**src/shared/rsp_consts.vh**
```
`ifndef RSP_CONSTS_VH
`define RSP_CONSTS_VH

// System clock rate and reduced-interface reference rate, in MHz.
`define RSP_SYS_MHZ 250
`define RSP_REF_MHZ 50
// Crystal rate in MHz, kept for reference only; the clock-mode divider uses the system and reference rates instead.
`define RSP_XTAL_MHZ 25
// System clocks per reference clock period.
`define RSP_REF_DIV (`RSP_SYS_MHZ / `RSP_REF_MHZ)
// Divider count at which the reference output rises and falls.
`define RSP_REF_HIGH 3'h0
`define RSP_REF_LOW 3'h2
// Divider count at which the internal timing beat is taken.
`define RSP_BEAT_CNT 3'h3

// Reference cycles each dibit is held at 10Mbps.
`define RSP_SLOW_HOLD 10
// Dibits per byte and FIFO depth in words.
`define RSP_DIBITS_PER_BYTE 4
`define RSP_FIFO_DEPTH 16

// Register offsets.
`define RSP_REG_CTRL 8'h57
`define RSP_REG_STAT 8'h58

// Control register fields and reset value.
`define RSP_CTRL_P3_SLOW 0
`define RSP_CTRL_P4_SLOW 1
`define RSP_CTRL_P4_CLK_OFF 3
`define RSP_CTRL_RESET 8'h00

// Status register fields; overflow bits are sticky, cleared by writing one.
`define RSP_STAT_P3_RMII 0
`define RSP_STAT_P4_RMII 1
`define RSP_STAT_CLK_NORMAL 2
`define RSP_STAT_P3_OVF 4
`define RSP_STAT_P4_OVF 5

`endif

```
**src/verilog/rsp_sync.v**
```verilog
`timescale 1ns/1ps
`default_nettype none

module rsp_sync #(
    parameter WIDTH = 1
) (
    // Clock.
    input wire clk_sys,
    // Asynchronous inputs and their synchronised copies.
    input wire [WIDTH-1:0] async_in,
    output wire [WIDTH-1:0] sync_out
);

    reg [WIDTH-1:0] meta_reg;
    reg [WIDTH-1:0] sync_reg;

    // Two stages with no reset, so straps are valid by the end of reset.
    always @(posedge clk_sys) begin
        meta_reg <= async_in;
        sync_reg <= meta_reg;
    end

    assign sync_out = sync_reg;

endmodule // rsp_sync

`default_nettype wire

```
**src/verilog/rsp_fifo.v**
```verilog
`timescale 1ns/1ps
`default_nettype none

module rsp_fifo #(
    parameter WIDTH = 9,
    parameter DEPTH = 16,
    parameter AW = 4
) (
    // Clock and reset.
    input wire clk_sys,
    input wire rst,
    // Filling side.
    input wire in_valid,
    output wire in_ready,
    input wire [WIDTH-1:0] in_data,
    // Draining side.
    output wire out_valid,
    input wire out_ready,
    output wire [WIDTH-1:0] out_data
);

    reg [WIDTH-1:0] mem [0:DEPTH-1];
    reg [AW-1:0] wr_ptr_reg;
    reg [AW-1:0] rd_ptr_reg;
    reg [AW:0] count_reg;
    wire push;
    wire pop;

    // Honest full and empty flags drive the handshakes.
    assign in_ready = (count_reg != DEPTH[AW:0]);
    assign out_valid = (count_reg != {(AW+1){1'b0}});
    assign out_data = mem[rd_ptr_reg];
    assign push = in_valid & in_ready;
    assign pop = out_valid & out_ready;

    // Storage write.
    always @(posedge clk_sys) begin
        if (push) begin
            mem[wr_ptr_reg] <= in_data;
        end
    end

    // Pointers wrap at the depth and the count tracks occupancy.
    always @(posedge clk_sys) begin
        if (rst) begin
            wr_ptr_reg <= {AW{1'b0}};
            rd_ptr_reg <= {AW{1'b0}};
            count_reg <= {(AW+1){1'b0}};
        end else begin
            if (push) begin
                wr_ptr_reg <= (wr_ptr_reg == DEPTH[AW-1:0] - 1'b1) ? {AW{1'b0}} :
                    wr_ptr_reg + 1'b1;
            end
            if (pop) begin
                rd_ptr_reg <= (rd_ptr_reg == DEPTH[AW-1:0] - 1'b1) ? {AW{1'b0}} :
                    rd_ptr_reg + 1'b1;
            end
            if (push & ~pop) begin
                count_reg <= count_reg + 1'b1;
            end else if (pop & ~push) begin
                count_reg <= count_reg - 1'b1;
            end
        end
    end

endmodule // rsp_fifo

`default_nettype wire

```
**src/verilog/rsp_port.v**
```verilog
// Contract
// - Both ports carry traffic at 10Mbps and at 100Mbps.
// - Internal clocking: drive 50MHz reference out of each receive-clock pin.
// - External clocking: the 50MHz reference enters only the port 4 input.
// - Separate two-bit transmit and receive paths, one dibit per reference cycle.
// - Port 4 strap low at reset selects reduced mode for port 4.
// - Port 3 strap low at reset selects reduced mode for port 3.
// - MAC-facing: drive clock, valid and receive dibit; take enable and dibit.
// - PHY-facing: same pins, partner valid and dibit enter on transmit inputs.
// - MAC or PHY facing role needs no strap or register; wiring decides.
// - Clock-source strap low: port 4 accepts an external 50MHz reference.
// - Normal mode: all timing comes from the port 4 reference input.
// - Clock-source strap high: crystal mode, 50MHz out on each receive-clock pin.
// - Control bit 3 of register 87 stops the port 4 reference output.
`timescale 1ns/1ps
`default_nettype none
`include "rsp_consts.vh"

module rsp_port #(
    parameter FIFO_DEPTH = `RSP_FIFO_DEPTH,
    parameter FIFO_AW = 4,
    parameter SLOW_HOLD = `RSP_SLOW_HOLD
) (
    // Clock and reset.
    input wire clk_sys,
    input wire rst,
    // Strap pins, sampled as reset is released.
    input wire port3_iface_strap,
    input wire port4_iface_strap,
    input wire clock_source_strap,
    // Link pins, index 0 is port 3 and index 1 is port 4.
    input wire [1:0] ref_clock_in,
    output wire [1:0] ref_clock_out,
    input wire [1:0] tx_enable_in,
    input wire [3:0] tx_dibit_in,
    output wire [1:0] rx_valid_carrier_out,
    output wire [3:0] rx_dibit_out,
    // Switch side, frames received from the link, byte wide per port.
    output wire [15:0] sw_tx_data,
    output wire [1:0] sw_tx_first,
    output wire [1:0] sw_tx_valid,
    input wire [1:0] sw_tx_ready,
    // Switch side, frames to send on the link, byte wide per port.
    input wire [15:0] sw_rx_data,
    input wire [1:0] sw_rx_valid,
    output wire [1:0] sw_rx_ready,
    // Register port.
    input wire [7:0] reg_addr,
    input wire [7:0] reg_wdata,
    input wire reg_wr,
    input wire reg_rd,
    output wire [7:0] reg_rdata
);

    localparam integer REF_LAST = `RSP_REF_DIV - 1;
    localparam integer SLOW_LAST = SLOW_HOLD - 1;
    localparam integer DIBIT_LAST = `RSP_DIBITS_PER_BYTE - 1;

    // Synchronised copies of every pin input.
    wire [10:0] pins_s;
    wire port3_strap_s;
    wire port4_strap_s;
    wire clk_src_s;
    wire [1:0] ref_in_s;
    wire [1:0] txen_s;
    wire [3:0] txd_s;

    // Captured strap state and control.
    reg strap_done_reg;
    reg [1:0] rmii_reg;
    reg clk_normal_reg;
    reg [7:0] ctrl_reg;
    reg [1:0] ovf_reg;
    wire [1:0] ovf_set;
    reg [7:0] rdata_reg;

    // Reference timing.
    reg [2:0] div_cnt_reg;
    reg div_clk_reg;
    reg ref4_d_reg;
    wire ref4_rise;
    wire ref_tick;
    reg [1:0] ref_out_reg;

    rsp_sync #(
        .WIDTH(11)
    ) u_sync (
        .clk_sys(clk_sys),
        .async_in({clock_source_strap, port4_iface_strap, port3_iface_strap,
            ref_clock_in, tx_enable_in, tx_dibit_in}),
        .sync_out(pins_s)
    );

    // Split the synchronised bundle back into named signals.
    assign txd_s = pins_s[3:0];
    assign txen_s = pins_s[5:4];
    assign ref_in_s = pins_s[7:6];
    assign port3_strap_s = pins_s[8];
    assign port4_strap_s = pins_s[9];
    assign clk_src_s = pins_s[10];

    // Straps are caught once, on the first edge after reset is released.
    always @(posedge clk_sys) begin
        if (rst) begin
            strap_done_reg <= 1'b0;
            rmii_reg <= 2'h0;
            clk_normal_reg <= 1'b0;
        end else if (!strap_done_reg) begin
            strap_done_reg <= 1'b1;
            rmii_reg[0] <= ~port3_strap_s;
            rmii_reg[1] <= ~port4_strap_s;
            clk_normal_reg <= ~clk_src_s;
        end
    end

    // Divider that stands in for the crystal-derived 50MHz reference.
    always @(posedge clk_sys) begin
        if (rst) begin
            div_cnt_reg <= 3'h0;
            div_clk_reg <= 1'b0;
        end else begin
            div_cnt_reg <= (div_cnt_reg == REF_LAST[2:0]) ? 3'h0 : div_cnt_reg + 1'b1;
            if (div_cnt_reg == `RSP_REF_HIGH) begin
                div_clk_reg <= 1'b1;
            end else if (div_cnt_reg == `RSP_REF_LOW) begin
                div_clk_reg <= 1'b0;
            end
        end
    end

    // Edge finder on the synchronised port 4 reference input.
    always @(posedge clk_sys) begin
        if (rst) begin
            ref4_d_reg <= ref_in_s[1]; // No false edge right after reset.
        end else begin
            ref4_d_reg <= ref_in_s[1];
        end
    end

    assign ref4_rise = ref_in_s[1] & ~ref4_d_reg;

    // One beat per reference period, from the port 4 input in normal mode.
    assign ref_tick = clk_normal_reg ? ref4_rise :
        (div_cnt_reg == `RSP_BEAT_CNT);

    // Reference outputs; port 3 repeats the port 4 input in normal mode, and its own input is never used.
    always @(posedge clk_sys) begin
        if (rst) begin
            ref_out_reg <= 2'h0;
        end else if (clk_normal_reg) begin
            ref_out_reg[0] <= rmii_reg[0] & ref_in_s[1];
            ref_out_reg[1] <= 1'b0;
        end else begin
            ref_out_reg[0] <= rmii_reg[0] & div_clk_reg;
            ref_out_reg[1] <= rmii_reg[1] & div_clk_reg &
                ~ctrl_reg[`RSP_CTRL_P4_CLK_OFF];
        end
    end

    assign ref_clock_out = ref_out_reg;

    genvar p;
    generate
        for (p = 0; p < 2; p = p + 1) begin : g_port
            reg [3:0] slow_cnt_reg;
            wire slow;
            wire beat;
            reg [5:0] tx_acc_reg;
            reg [1:0] tx_cnt_reg;
            reg tx_first_reg;
            wire tx_push;
            wire tx_ready;
            wire [8:0] fifo_out;
            reg [5:0] rx_sh_reg;
            reg [1:0] rx_left_reg;
            reg rx_dv_reg;
            reg [1:0] rx_dib_reg;
            wire rx_take;

            assign slow = ctrl_reg[p];

            // Slow rate holds each dibit for a fixed count of beats.
            always @(posedge clk_sys) begin
                if (rst) begin
                    slow_cnt_reg <= 4'h0;
                end else if (ref_tick) begin
                    slow_cnt_reg <= (!slow || slow_cnt_reg == SLOW_LAST[3:0]) ? 4'h0 :
                        slow_cnt_reg + 1'b1;
                end
            end

            // A beat moves one dibit each way; one per period at 100Mbps.
            assign beat = ref_tick & rmii_reg[p] &
                (slow_cnt_reg == 4'h0);

            // Inbound path: the enable input frames the data on either role.
            always @(posedge clk_sys) begin
                if (rst) begin
                    tx_acc_reg <= 6'h0;
                    tx_cnt_reg <= 2'h0;
                    tx_first_reg <= 1'b1;
                end else if (beat) begin
                    if (txen_s[p]) begin
                        tx_acc_reg <= {txd_s[2*p+1:2*p], tx_acc_reg[5:2]};
                        tx_cnt_reg <= tx_cnt_reg + 1'b1;
                        if (tx_cnt_reg == DIBIT_LAST[1:0]) begin
                            tx_first_reg <= 1'b0;
                        end
                    end else begin
                        tx_cnt_reg <= 2'h0;
                        tx_first_reg <= 1'b1;
                    end
                end
            end

            // Four dibits, first in the low bits, make one byte.
            assign tx_push = beat & txen_s[p] & (tx_cnt_reg == DIBIT_LAST[1:0]);
            assign ovf_set[p] = tx_push & ~tx_ready;

            rsp_fifo #(
                .WIDTH(9),
                .DEPTH(FIFO_DEPTH),
                .AW(FIFO_AW)
            ) u_fifo (
                .clk_sys(clk_sys),
                .rst(rst),
                .in_valid(tx_push),
                .in_ready(tx_ready),
                .in_data({tx_first_reg, txd_s[2*p+1:2*p], tx_acc_reg}),
                .out_valid(sw_tx_valid[p]),
                .out_ready(sw_tx_ready[p]),
                .out_data(fifo_out)
            );

            assign sw_tx_data[8*p+7:8*p] = fifo_out[7:0];
            assign sw_tx_first[p] = fifo_out[8];

            // A new byte is taken only on a beat that finds the shifter empty or the output idle.
            assign rx_take = beat & ~(rx_dv_reg & (rx_left_reg != 2'h0));
            assign sw_rx_ready[p] = rx_take;

            // Outbound path: valid and dibit leave on their own pins.
            always @(posedge clk_sys) begin
                if (rst) begin
                    rx_sh_reg <= 6'h0;
                    rx_left_reg <= 2'h0;
                    rx_dv_reg <= 1'b0;
                    rx_dib_reg <= 2'h0;
                end else if (!rmii_reg[p]) begin
                    rx_dv_reg <= 1'b0;
                    rx_dib_reg <= 2'h0;
                end else if (beat) begin
                    if (rx_dv_reg && rx_left_reg != 2'h0) begin
                        rx_dib_reg <= rx_sh_reg[1:0];
                        rx_sh_reg <= {2'h0, rx_sh_reg[5:2]};
                        rx_left_reg <= rx_left_reg - 1'b1;
                    end else if (sw_rx_valid[p]) begin
                        rx_dv_reg <= 1'b1;
                        rx_dib_reg <= sw_rx_data[8*p+1:8*p];
                        rx_sh_reg <= sw_rx_data[8*p+7:8*p+2];
                        rx_left_reg <= DIBIT_LAST[1:0];
                    end else begin
                        rx_dv_reg <= 1'b0;
                        rx_dib_reg <= 2'h0;
                    end
                end
            end

            assign rx_valid_carrier_out[p] = rx_dv_reg;
            assign rx_dibit_out[2*p+1:2*p] = rx_dib_reg;
        end
    endgenerate

    // Control register; the role on the link is never configured here.
    always @(posedge clk_sys) begin
        if (rst) begin
            ctrl_reg <= `RSP_CTRL_RESET;
        end else if (reg_wr && reg_addr == `RSP_REG_CTRL) begin
            ctrl_reg <= reg_wdata;
        end
    end

    // Sticky overflow flags; a new overflow wins over a clear.
    always @(posedge clk_sys) begin
        if (rst) begin
            ovf_reg <= 2'h0;
        end else if (reg_wr && reg_addr == `RSP_REG_STAT) begin
            ovf_reg <= (ovf_reg & ~{reg_wdata[`RSP_STAT_P4_OVF],
                reg_wdata[`RSP_STAT_P3_OVF]}) | ovf_set;
        end else begin
            ovf_reg <= ovf_reg | ovf_set;
        end
    end

    // Read data stand in the cycle after the read strobe; unmapped reads zero.
    always @(posedge clk_sys) begin
        if (rst) begin
            rdata_reg <= 8'h00;
        end else if (reg_rd) begin
            case (reg_addr)
                `RSP_REG_CTRL: begin
                    rdata_reg <= ctrl_reg;
                end
                `RSP_REG_STAT: begin
                    rdata_reg <= {2'h0, ovf_reg, 1'b0, clk_normal_reg, rmii_reg};
                end
                default: begin
                    rdata_reg <= 8'h00;
                end
            endcase
        end else begin
            rdata_reg <= 8'h00;
        end
    end

    assign reg_rdata = rdata_reg;

endmodule // rsp_port

`default_nettype wire

```
**config.mk**
```make
export PLATFORM = sky130hd
export DESIGN_NAME = rsp_port
export DESIGN_NICKNAME = d
export VERILOG_FILES = /design/src/verilog/rsp_sync.v /design/src/verilog/rsp_fifo.v /design/src/verilog/rsp_port.v
export VERILOG_INCLUDE_DIRS = /design/src /design/src/shared
export SDC_FILE = /design/constraint.sdc
export NUM_CORES = 1
export LEC_CHECK = 0
export BUFFER_PORTS_ARGS = -buffer_cell sky130_fd_sc_hd__buf_2
export CORE_MARGIN = 5
export CORE_UTILIZATION = 40
export DETAILED_ROUTE_END_ITERATION = 8
export HOLD_SLACK_MARGIN = 0.02
export PLACE_DENSITY = 0.58
export SLEW_MARGIN = 20
export SYNTH_ARGS = -nofsm -noshare
export SYNTH_HDL_FRONTEND = slang
export SYNTH_HIERARCHICAL = 1
export SYNTH_SLANG_ARGS = --single-unit
```
**constraint.sdc**
```tcl
create_clock -name clk_sys -period 3.8 [get_ports clk_sys]
set_input_delay 0.19 -clock clk_sys [delete_from_list [all_inputs] [get_ports clk_sys]]
set_output_delay 0.19 -clock clk_sys [all_outputs]
set_load 0.01 [all_outputs]
```
==> results.toml, run 1 <==
[run_status]
outcome = "finished clean"

[sta]
period_share_pct = 83.0
fin_worst_skew_ns = 0.0176
hold_ws_ns = 0.0640
tightest_slew_ns = 0.889
finalSetupTns_ns = 0
final.min_clock_period_ns = 3.15
hold_viol = 0
fmax_mhz = 317
rsz0062_at_grt = "no"
maxSlewHeadroom_pct = 40.6
slew_violations = 0
setup_violations = 0

[hold_path]
hold_path_depth = 4
worstHoldPathType = "input port to flip-flop"
hold_path.startpoint = "sw_tx_ready[1]"

[die]
top_level_ports = 89
core_sq_um = 40700
die-area_sq_um = 45300
dieHeight_um = 213
std_cell_rows = 74
start_util_pct = 40.4
die_w_um = 213

[place]
placed_area_sq_um = 17500
io_buffers = 87
routabilityCongestion = 0.737
dp_hpwl_um = 21300

[synth]
yosys_warnings = 6
netlist_area_sq_um = 16500
syn-num-nets = 1146
postSynthCellCount = 1061
avgSynthCellArea_sq_um = 15.5

[pwr]
power_frac_comb_pct = 14.1
p_int_w = 0.00799
max-vdd-ir-drop_mv = 0.345
leakagePower_nw = 6.76
p_seq_share_pct = 48.1
power_density_nw_per_um2 = 549
p_sw_share_pct = 24.4
p_clk_share_pct = 37.8
netSwitchingPower_w = 0.00258

[layout]
syn_to_final_growth_pct = 17.0
seq_area_sq_um = 11300
multiInputGateArea_sq_um = 4890
utilization_pct = 47.3
n_fill_cell = 3551
num-nets-final = 1282
diodes = 0
largest_register_ffs = 288
final_cell_area_sq_um = 19300
drive_above_1_share_pct = 21.7

[clock_network]
cts_tree = "yes"
cts.sinks = 419
clockBufferDepth = 3
clkTransAtPathRegs_ns = 0.06
htree_levels = 2
postCtsHoldBufs = 38
postCtsSetupBuffers = 0
cts_resized = 0
root_buffer = "clkbuf_16"
clk_latency_ns = 0.56
cts_buffers = 44

[setup_path]
arrival_ns = 3.59
cp_data_required_time_ns = 4.23
timing.rr.start = "g_port[0].slow_cnt_reg[0]$_SDFFE_PP0N_"
regToRegSetupSlack_ns = 0.65
timing.rr.end = "g_port[0].u_fifo/count_reg[4]$_SDFFE_PP0P_"
endpoint_kind = "flip-flop"
crit_type = "flip-flop to flip-flop"
cp_max_fo = 9
critPathLaunchType = "flip-flop"
ff2ff_path_depth = 14

[drt]
final_antenna_net_count = 0
dr_total_vias = 9173
drt-wirelength-per-cell_um = 19.0
highest_layer = "met4"
totalWireLength_um = 33600
wl_met3_um = 1630
viasPerCell = 5.20
wl_met1_um = 15800
drt_iter0_markers = 542
wl_met2_um = 15400
dr.pass1.iters = 5
drc = 0

[flow_run]
drv_cap = 0

[global_routing]
grt_max_degree = 37
grt_pass1_wl_um = 53500
grt_pass1_vias = 9304
grt_use_total_pct = 15.0
grt_antenna_before_repair = 0
grt.overflow.total = 0
==> layout make-up <==
class                      instances  share of cell area (%)
clock buffer                      53                    5.95
timing repair buffer             142                    4.97
tap                              532                    3.46
multi-input combinational        563                    25.4
clock inverter                    29                    1.12
inverter                          27                   0.552
sequential                       419                    58.6
==> critical path: stages (launching register included) <==
cell      delay [ns]
dfxtp_1         0.43
inv_1           0.07
ha_1            0.19
and4bb_2        0.25
a21boi_2        0.17
and3_1          0.23
o21ai_4         0.16
inv_4           0.07
ha_1            0.22
inv_1           0.15
ha_1            0.29
a21oi_1         0.20
a211oi_1        0.10
a31oi_1         0.16
mux2_2          0.34
==> metal layers <==
| layer | vias up | track usage (%) |
|---|---|---|
| li1 | 4375 | - |
| met1 | 4554 | 22.0 |
| met2 | 195 | 23.5 |
| met3 | 49 | 2.67 |
| met4 | 0 | 3.93 |
| met5 | - | 0 |
==> per-stage QoR <==
stage / instances / setup slack (ns) / total power (W)
6_report: 1765 / 0.648 / 0.0106
4_1_cts: 1765 / 0.633 / 0.0107
2_1_floorplan: 1061 / 0.660 / 0.00625
5_1_grt: 1765 / 0.394 / 0.0110
3_3_place_gp: 1645 / 0.701 / 0.00665
3_5_place_dp: 1645 / 0.655 / 0.00667
==> how the worst max path moves through the flow <==
stage                                           start                                         end  slack (ns)  cells after the start
2_1_floorplan  g_port[1].slow_cnt_reg[0]$_SDFFE_PP0N_  g_port[1].u_fifo/count_reg[4]$_SDFFE_PP0P_        0.66                     15
3_3_place_gp   g_port[1].slow_cnt_reg[0]$_SDFFE_PP0N_  g_port[1].u_fifo/count_reg[4]$_SDFFE_PP0P_        0.70                     14
3_5_place_dp   g_port[1].slow_cnt_reg[0]$_SDFFE_PP0N_  g_port[1].u_fifo/count_reg[4]$_SDFFE_PP0P_        0.66                     14
4_1_cts        g_port[0].slow_cnt_reg[0]$_SDFFE_PP0N_  g_port[0].u_fifo/count_reg[4]$_SDFFE_PP0P_        0.63                     14
5_1_grt        g_port[0].slow_cnt_reg[0]$_SDFFE_PP0N_  g_port[0].u_fifo/count_reg[4]$_SDFFE_PP0P_        0.39                     14
6_report       g_port[0].slow_cnt_reg[0]$_SDFFE_PP0N_  g_port[0].u_fifo/count_reg[4]$_SDFFE_PP0P_        0.65                     14
==> power by group through the flow <==
stage	registers, W	clock network, W	logic [W]
6_report	0.00508	0.00400	0.00149
2_1_floorplan	0.00506	0	0.00119
5_1_grt	0.00510	0.00430	0.00164
4_1_cts	0.00508	0.00411	0.00152
3_3_place_gp	0.00517	0	0.00148
3_5_place_dp	0.00518	0	0.00149
==> cells in the final DEF (no fill, tap or decap), types with 6 or more instances in the layout <==
| cell | instances |
|---|---|
| buf_4 | 16 |
| nor2_1 | 63 |
| a21oi_1 | 51 |
| clkbuf_1 | 8 |
| edfxtp_1 | 288 |
| and2_1 | 30 |
| dfxtp_1 | 129 |
| mux4_2 | 72 |
| o21ai_0 | 15 |
| clkinv_1 | 15 |
| clkbuf_16 | 44 |
| nor4b_2 | 8 |
| nor3_1 | 7 |
| nand4_1 | 6 |
| xor2_1 | 6 |
| nand2_1 | 69 |
| nor2b_1 | 10 |
| inv_1 | 24 |
| buf_2 | 87 |
| dlygate4sd3_1 | 38 |
| nand3_1 | 25 |
| nand2b_1 | 8 |
| mux2i_1 | 20 |
| ha_1 | 32 |
| a211oi_1 | 14 |
| a22oi_1 | 41 |
| clkinv_2 | 9 |
| and3_1 | 12 |
Note: power is estimated with default switching activity, not from simulation.
==> inputs of run 2 (changes only) <==
Settings changed: PLACE_DENSITY 0.58 to 0.6.
Clock period 3.8 ns to 2.7 ns, I/O delays scaled along.
==> results.toml, run 2 (synthesis results as in run 1) <==
[run_status]
outcome = "finished with violations"
violations = "negative setup slack"

[global_routing]
grt_max_degree = 37
grt_pass1_vias = 10100
grt_pass1_wl_um = 55300
grt_use_total_pct = 15.5
grt_antenna_before_repair = 0
grt.overflow.total = 0

[pwr]
leakagePower_nw = 7.24
max-vdd-ir-drop_mv = 0.424
power.total_w = 0.0154
power_density_nw_per_um2 = 764

[setup_path]
endpoint_kind = "flip-flop"
ff2ff_path_depth = 15
regToRegSetupSlack_ns = -0.006
arrival_ns = 3.12
crit_type = "flip-flop to flip-flop"
cp_data_required_time_ns = 3.11
cp_max_fo = 4
critPathLaunchType = "flip-flop"
crit_start = "g_port[1].slow_cnt_reg[1]$_SDFFE_PP0N_"
timing.rr.start = "g_port[1].slow_cnt_reg[1]$_SDFFE_PP0N_"

[clock_network]
root_buffer = "clkbuf_16"
clockBufferDepth = 3
cts.sinks = 419
clkTransAtPathRegs_ns = 0.06
htree_levels = 2
cts_tree = "yes"
clk_latency_ns = 0.54
cts_buffers = 42

[die]
die-area_sq_um = 45300
dieHeight_um = 213
start_util_pct = 40.4
top_level_ports = 89
std_cell_rows = 74
die_w_um = 213
core_sq_um = 40700

[sta]
maxSlewHeadroom_pct = 44.5
rsz0062_at_grt = "yes"
fin_worst_skew_ns = 0.0170
period_share_pct = 100
slew_violations = 0
tightest_slew_ns = 0.830
final.min_clock_period_ns = 2.71
worst_slack_ns = -0.00590
hold_viol = 0
setup_violations = 1
finalSetupTns_ns = -0.00590
fmax_mhz = 370

[hold_path]
worstHoldPathType = "input port to flip-flop"
hold_path.startpoint = "sw_tx_ready[0]"
hold_path_depth = 4

[drt]
final_antenna_net_count = 0
totalWireLength_um = 35100
drt-wirelength-per-cell_um = 19.1
drc = 0
drt_iter0_markers = 565
dr_total_vias = 9614
viasPerCell = 5.23
dr.pass1.iters = 5

[place]
dp_slack_ns = -0.0439
routabilityCongestion = 0.747
io_buffers = 87
placed_area_sq_um = 18200
dp_hpwl_um = 22200

[layout]
num-nets-final = 1361
utilization_pct = 49.6
diodes = 0
syn_to_final_growth_pct = 22.6
final_cell_area_sq_um = 20200
drive_above_1_share_pct = 29.0
largest_register_ffs = 288
n_fill_cell = 3413
layout_commonest_cell = "edfxtp_1"
layout_common_cells = "288 x edfxtp_1, 123 x dfxtp_1, 87 x buf_2, 86 x buf_4, 72 x mux4_2"

[flow_run]
drv_cap = 0
-- run 2: cell count changes in the layout (fill, tap and decap cells not counted), sizes merged --
cell,before,now
buf,104,178
clkinv,27,15
bufinv,2,5
inv,27,28
dlygate4sd3,38,44
clkbuf,53,56
-- run 2: worst paths after layout --
check | endpoint
setup / recovery | g_port[1].u_fifo/count_reg[3]$_SDFFE_PP0P_
hold / removal | g_port[0].u_fifo/rd_ptr_reg[2]$_SDFFE_PP0N_
hold reg to reg | u_sync/sync_out[5]$_DFF_P_
setup reg to reg | g_port[1].u_fifo/count_reg[3]$_SDFFE_PP0P_
-- run 2: timing repair --
action,CTS,global route
hold buffers,44,0
buffers inserted,0,9
gates resized for setup,8,9
endpoints found under the setup margin,2,4
gates cloned,0,1
endpoints found under the hold margin,42,0
pin swaps,1,8
-- run 2: worst max-delay path, stage by stage (launching register included) --
cell and delay (ns):
dfxtp_2 0.32, inv_2 0.05, ha_1 0.13, and4bb_2 0.24, a21boi_4 0.21, and3_4 0.22
o21ai_4 0.06, inv_4 0.06, ha_4 0.13, inv_4 0.05, buf_6 0.11, ha_4 0.24
a21o_1 0.12, a21oi_2 0.06, nor4bb_2 0.17, or3_1 0.38
-- run 2: final cells by class --
class	count	area, sq um	area share, %
flip-flops and latches	419	11300	55.9
multi-input cells	563	5070	25.1
repair buffers	223	1640	8.11
clock buffers	55	1160	5.75
well taps	532	666	3.30
clock inverters	21	254	1.26
inverters	27	114	0.564
-- run 2: where the power goes --
group / switching (W) / total (W) / internal, W
sequential: 0.000156 / 0.00707 / 0.00691
clock: 0.00236 / 0.00589 / 0.00352
combinational: 0.00113 / 0.00247 / 0.00134
-- run 2: per-stage QoR --
stage | instances | hold slack, ns
final | 1840 | 0.0472
after global routing | 1840 | 0.0539
after detailed placement | 1710 | 0.242
after floorplan | 1061 | 0.163
after CTS | 1830 | 0.0223
after global placement | 1710 | 0.238
-- run 2: layer usage --
metal | global-route usage, % | wire (um) | vias to the layer above | part of all wire [%]
met5 | 0 | 0 | - | 0
met2 | 25.2 | 16700 | 231 | 48
met1 | 21.5 | 15800 | 4788 | 45
li1 | - | - | 4529 | -
met4 | 4.88 | 902 | 0 | 2.6
met3 | 2.81 | 1730 | 66 | 4.9
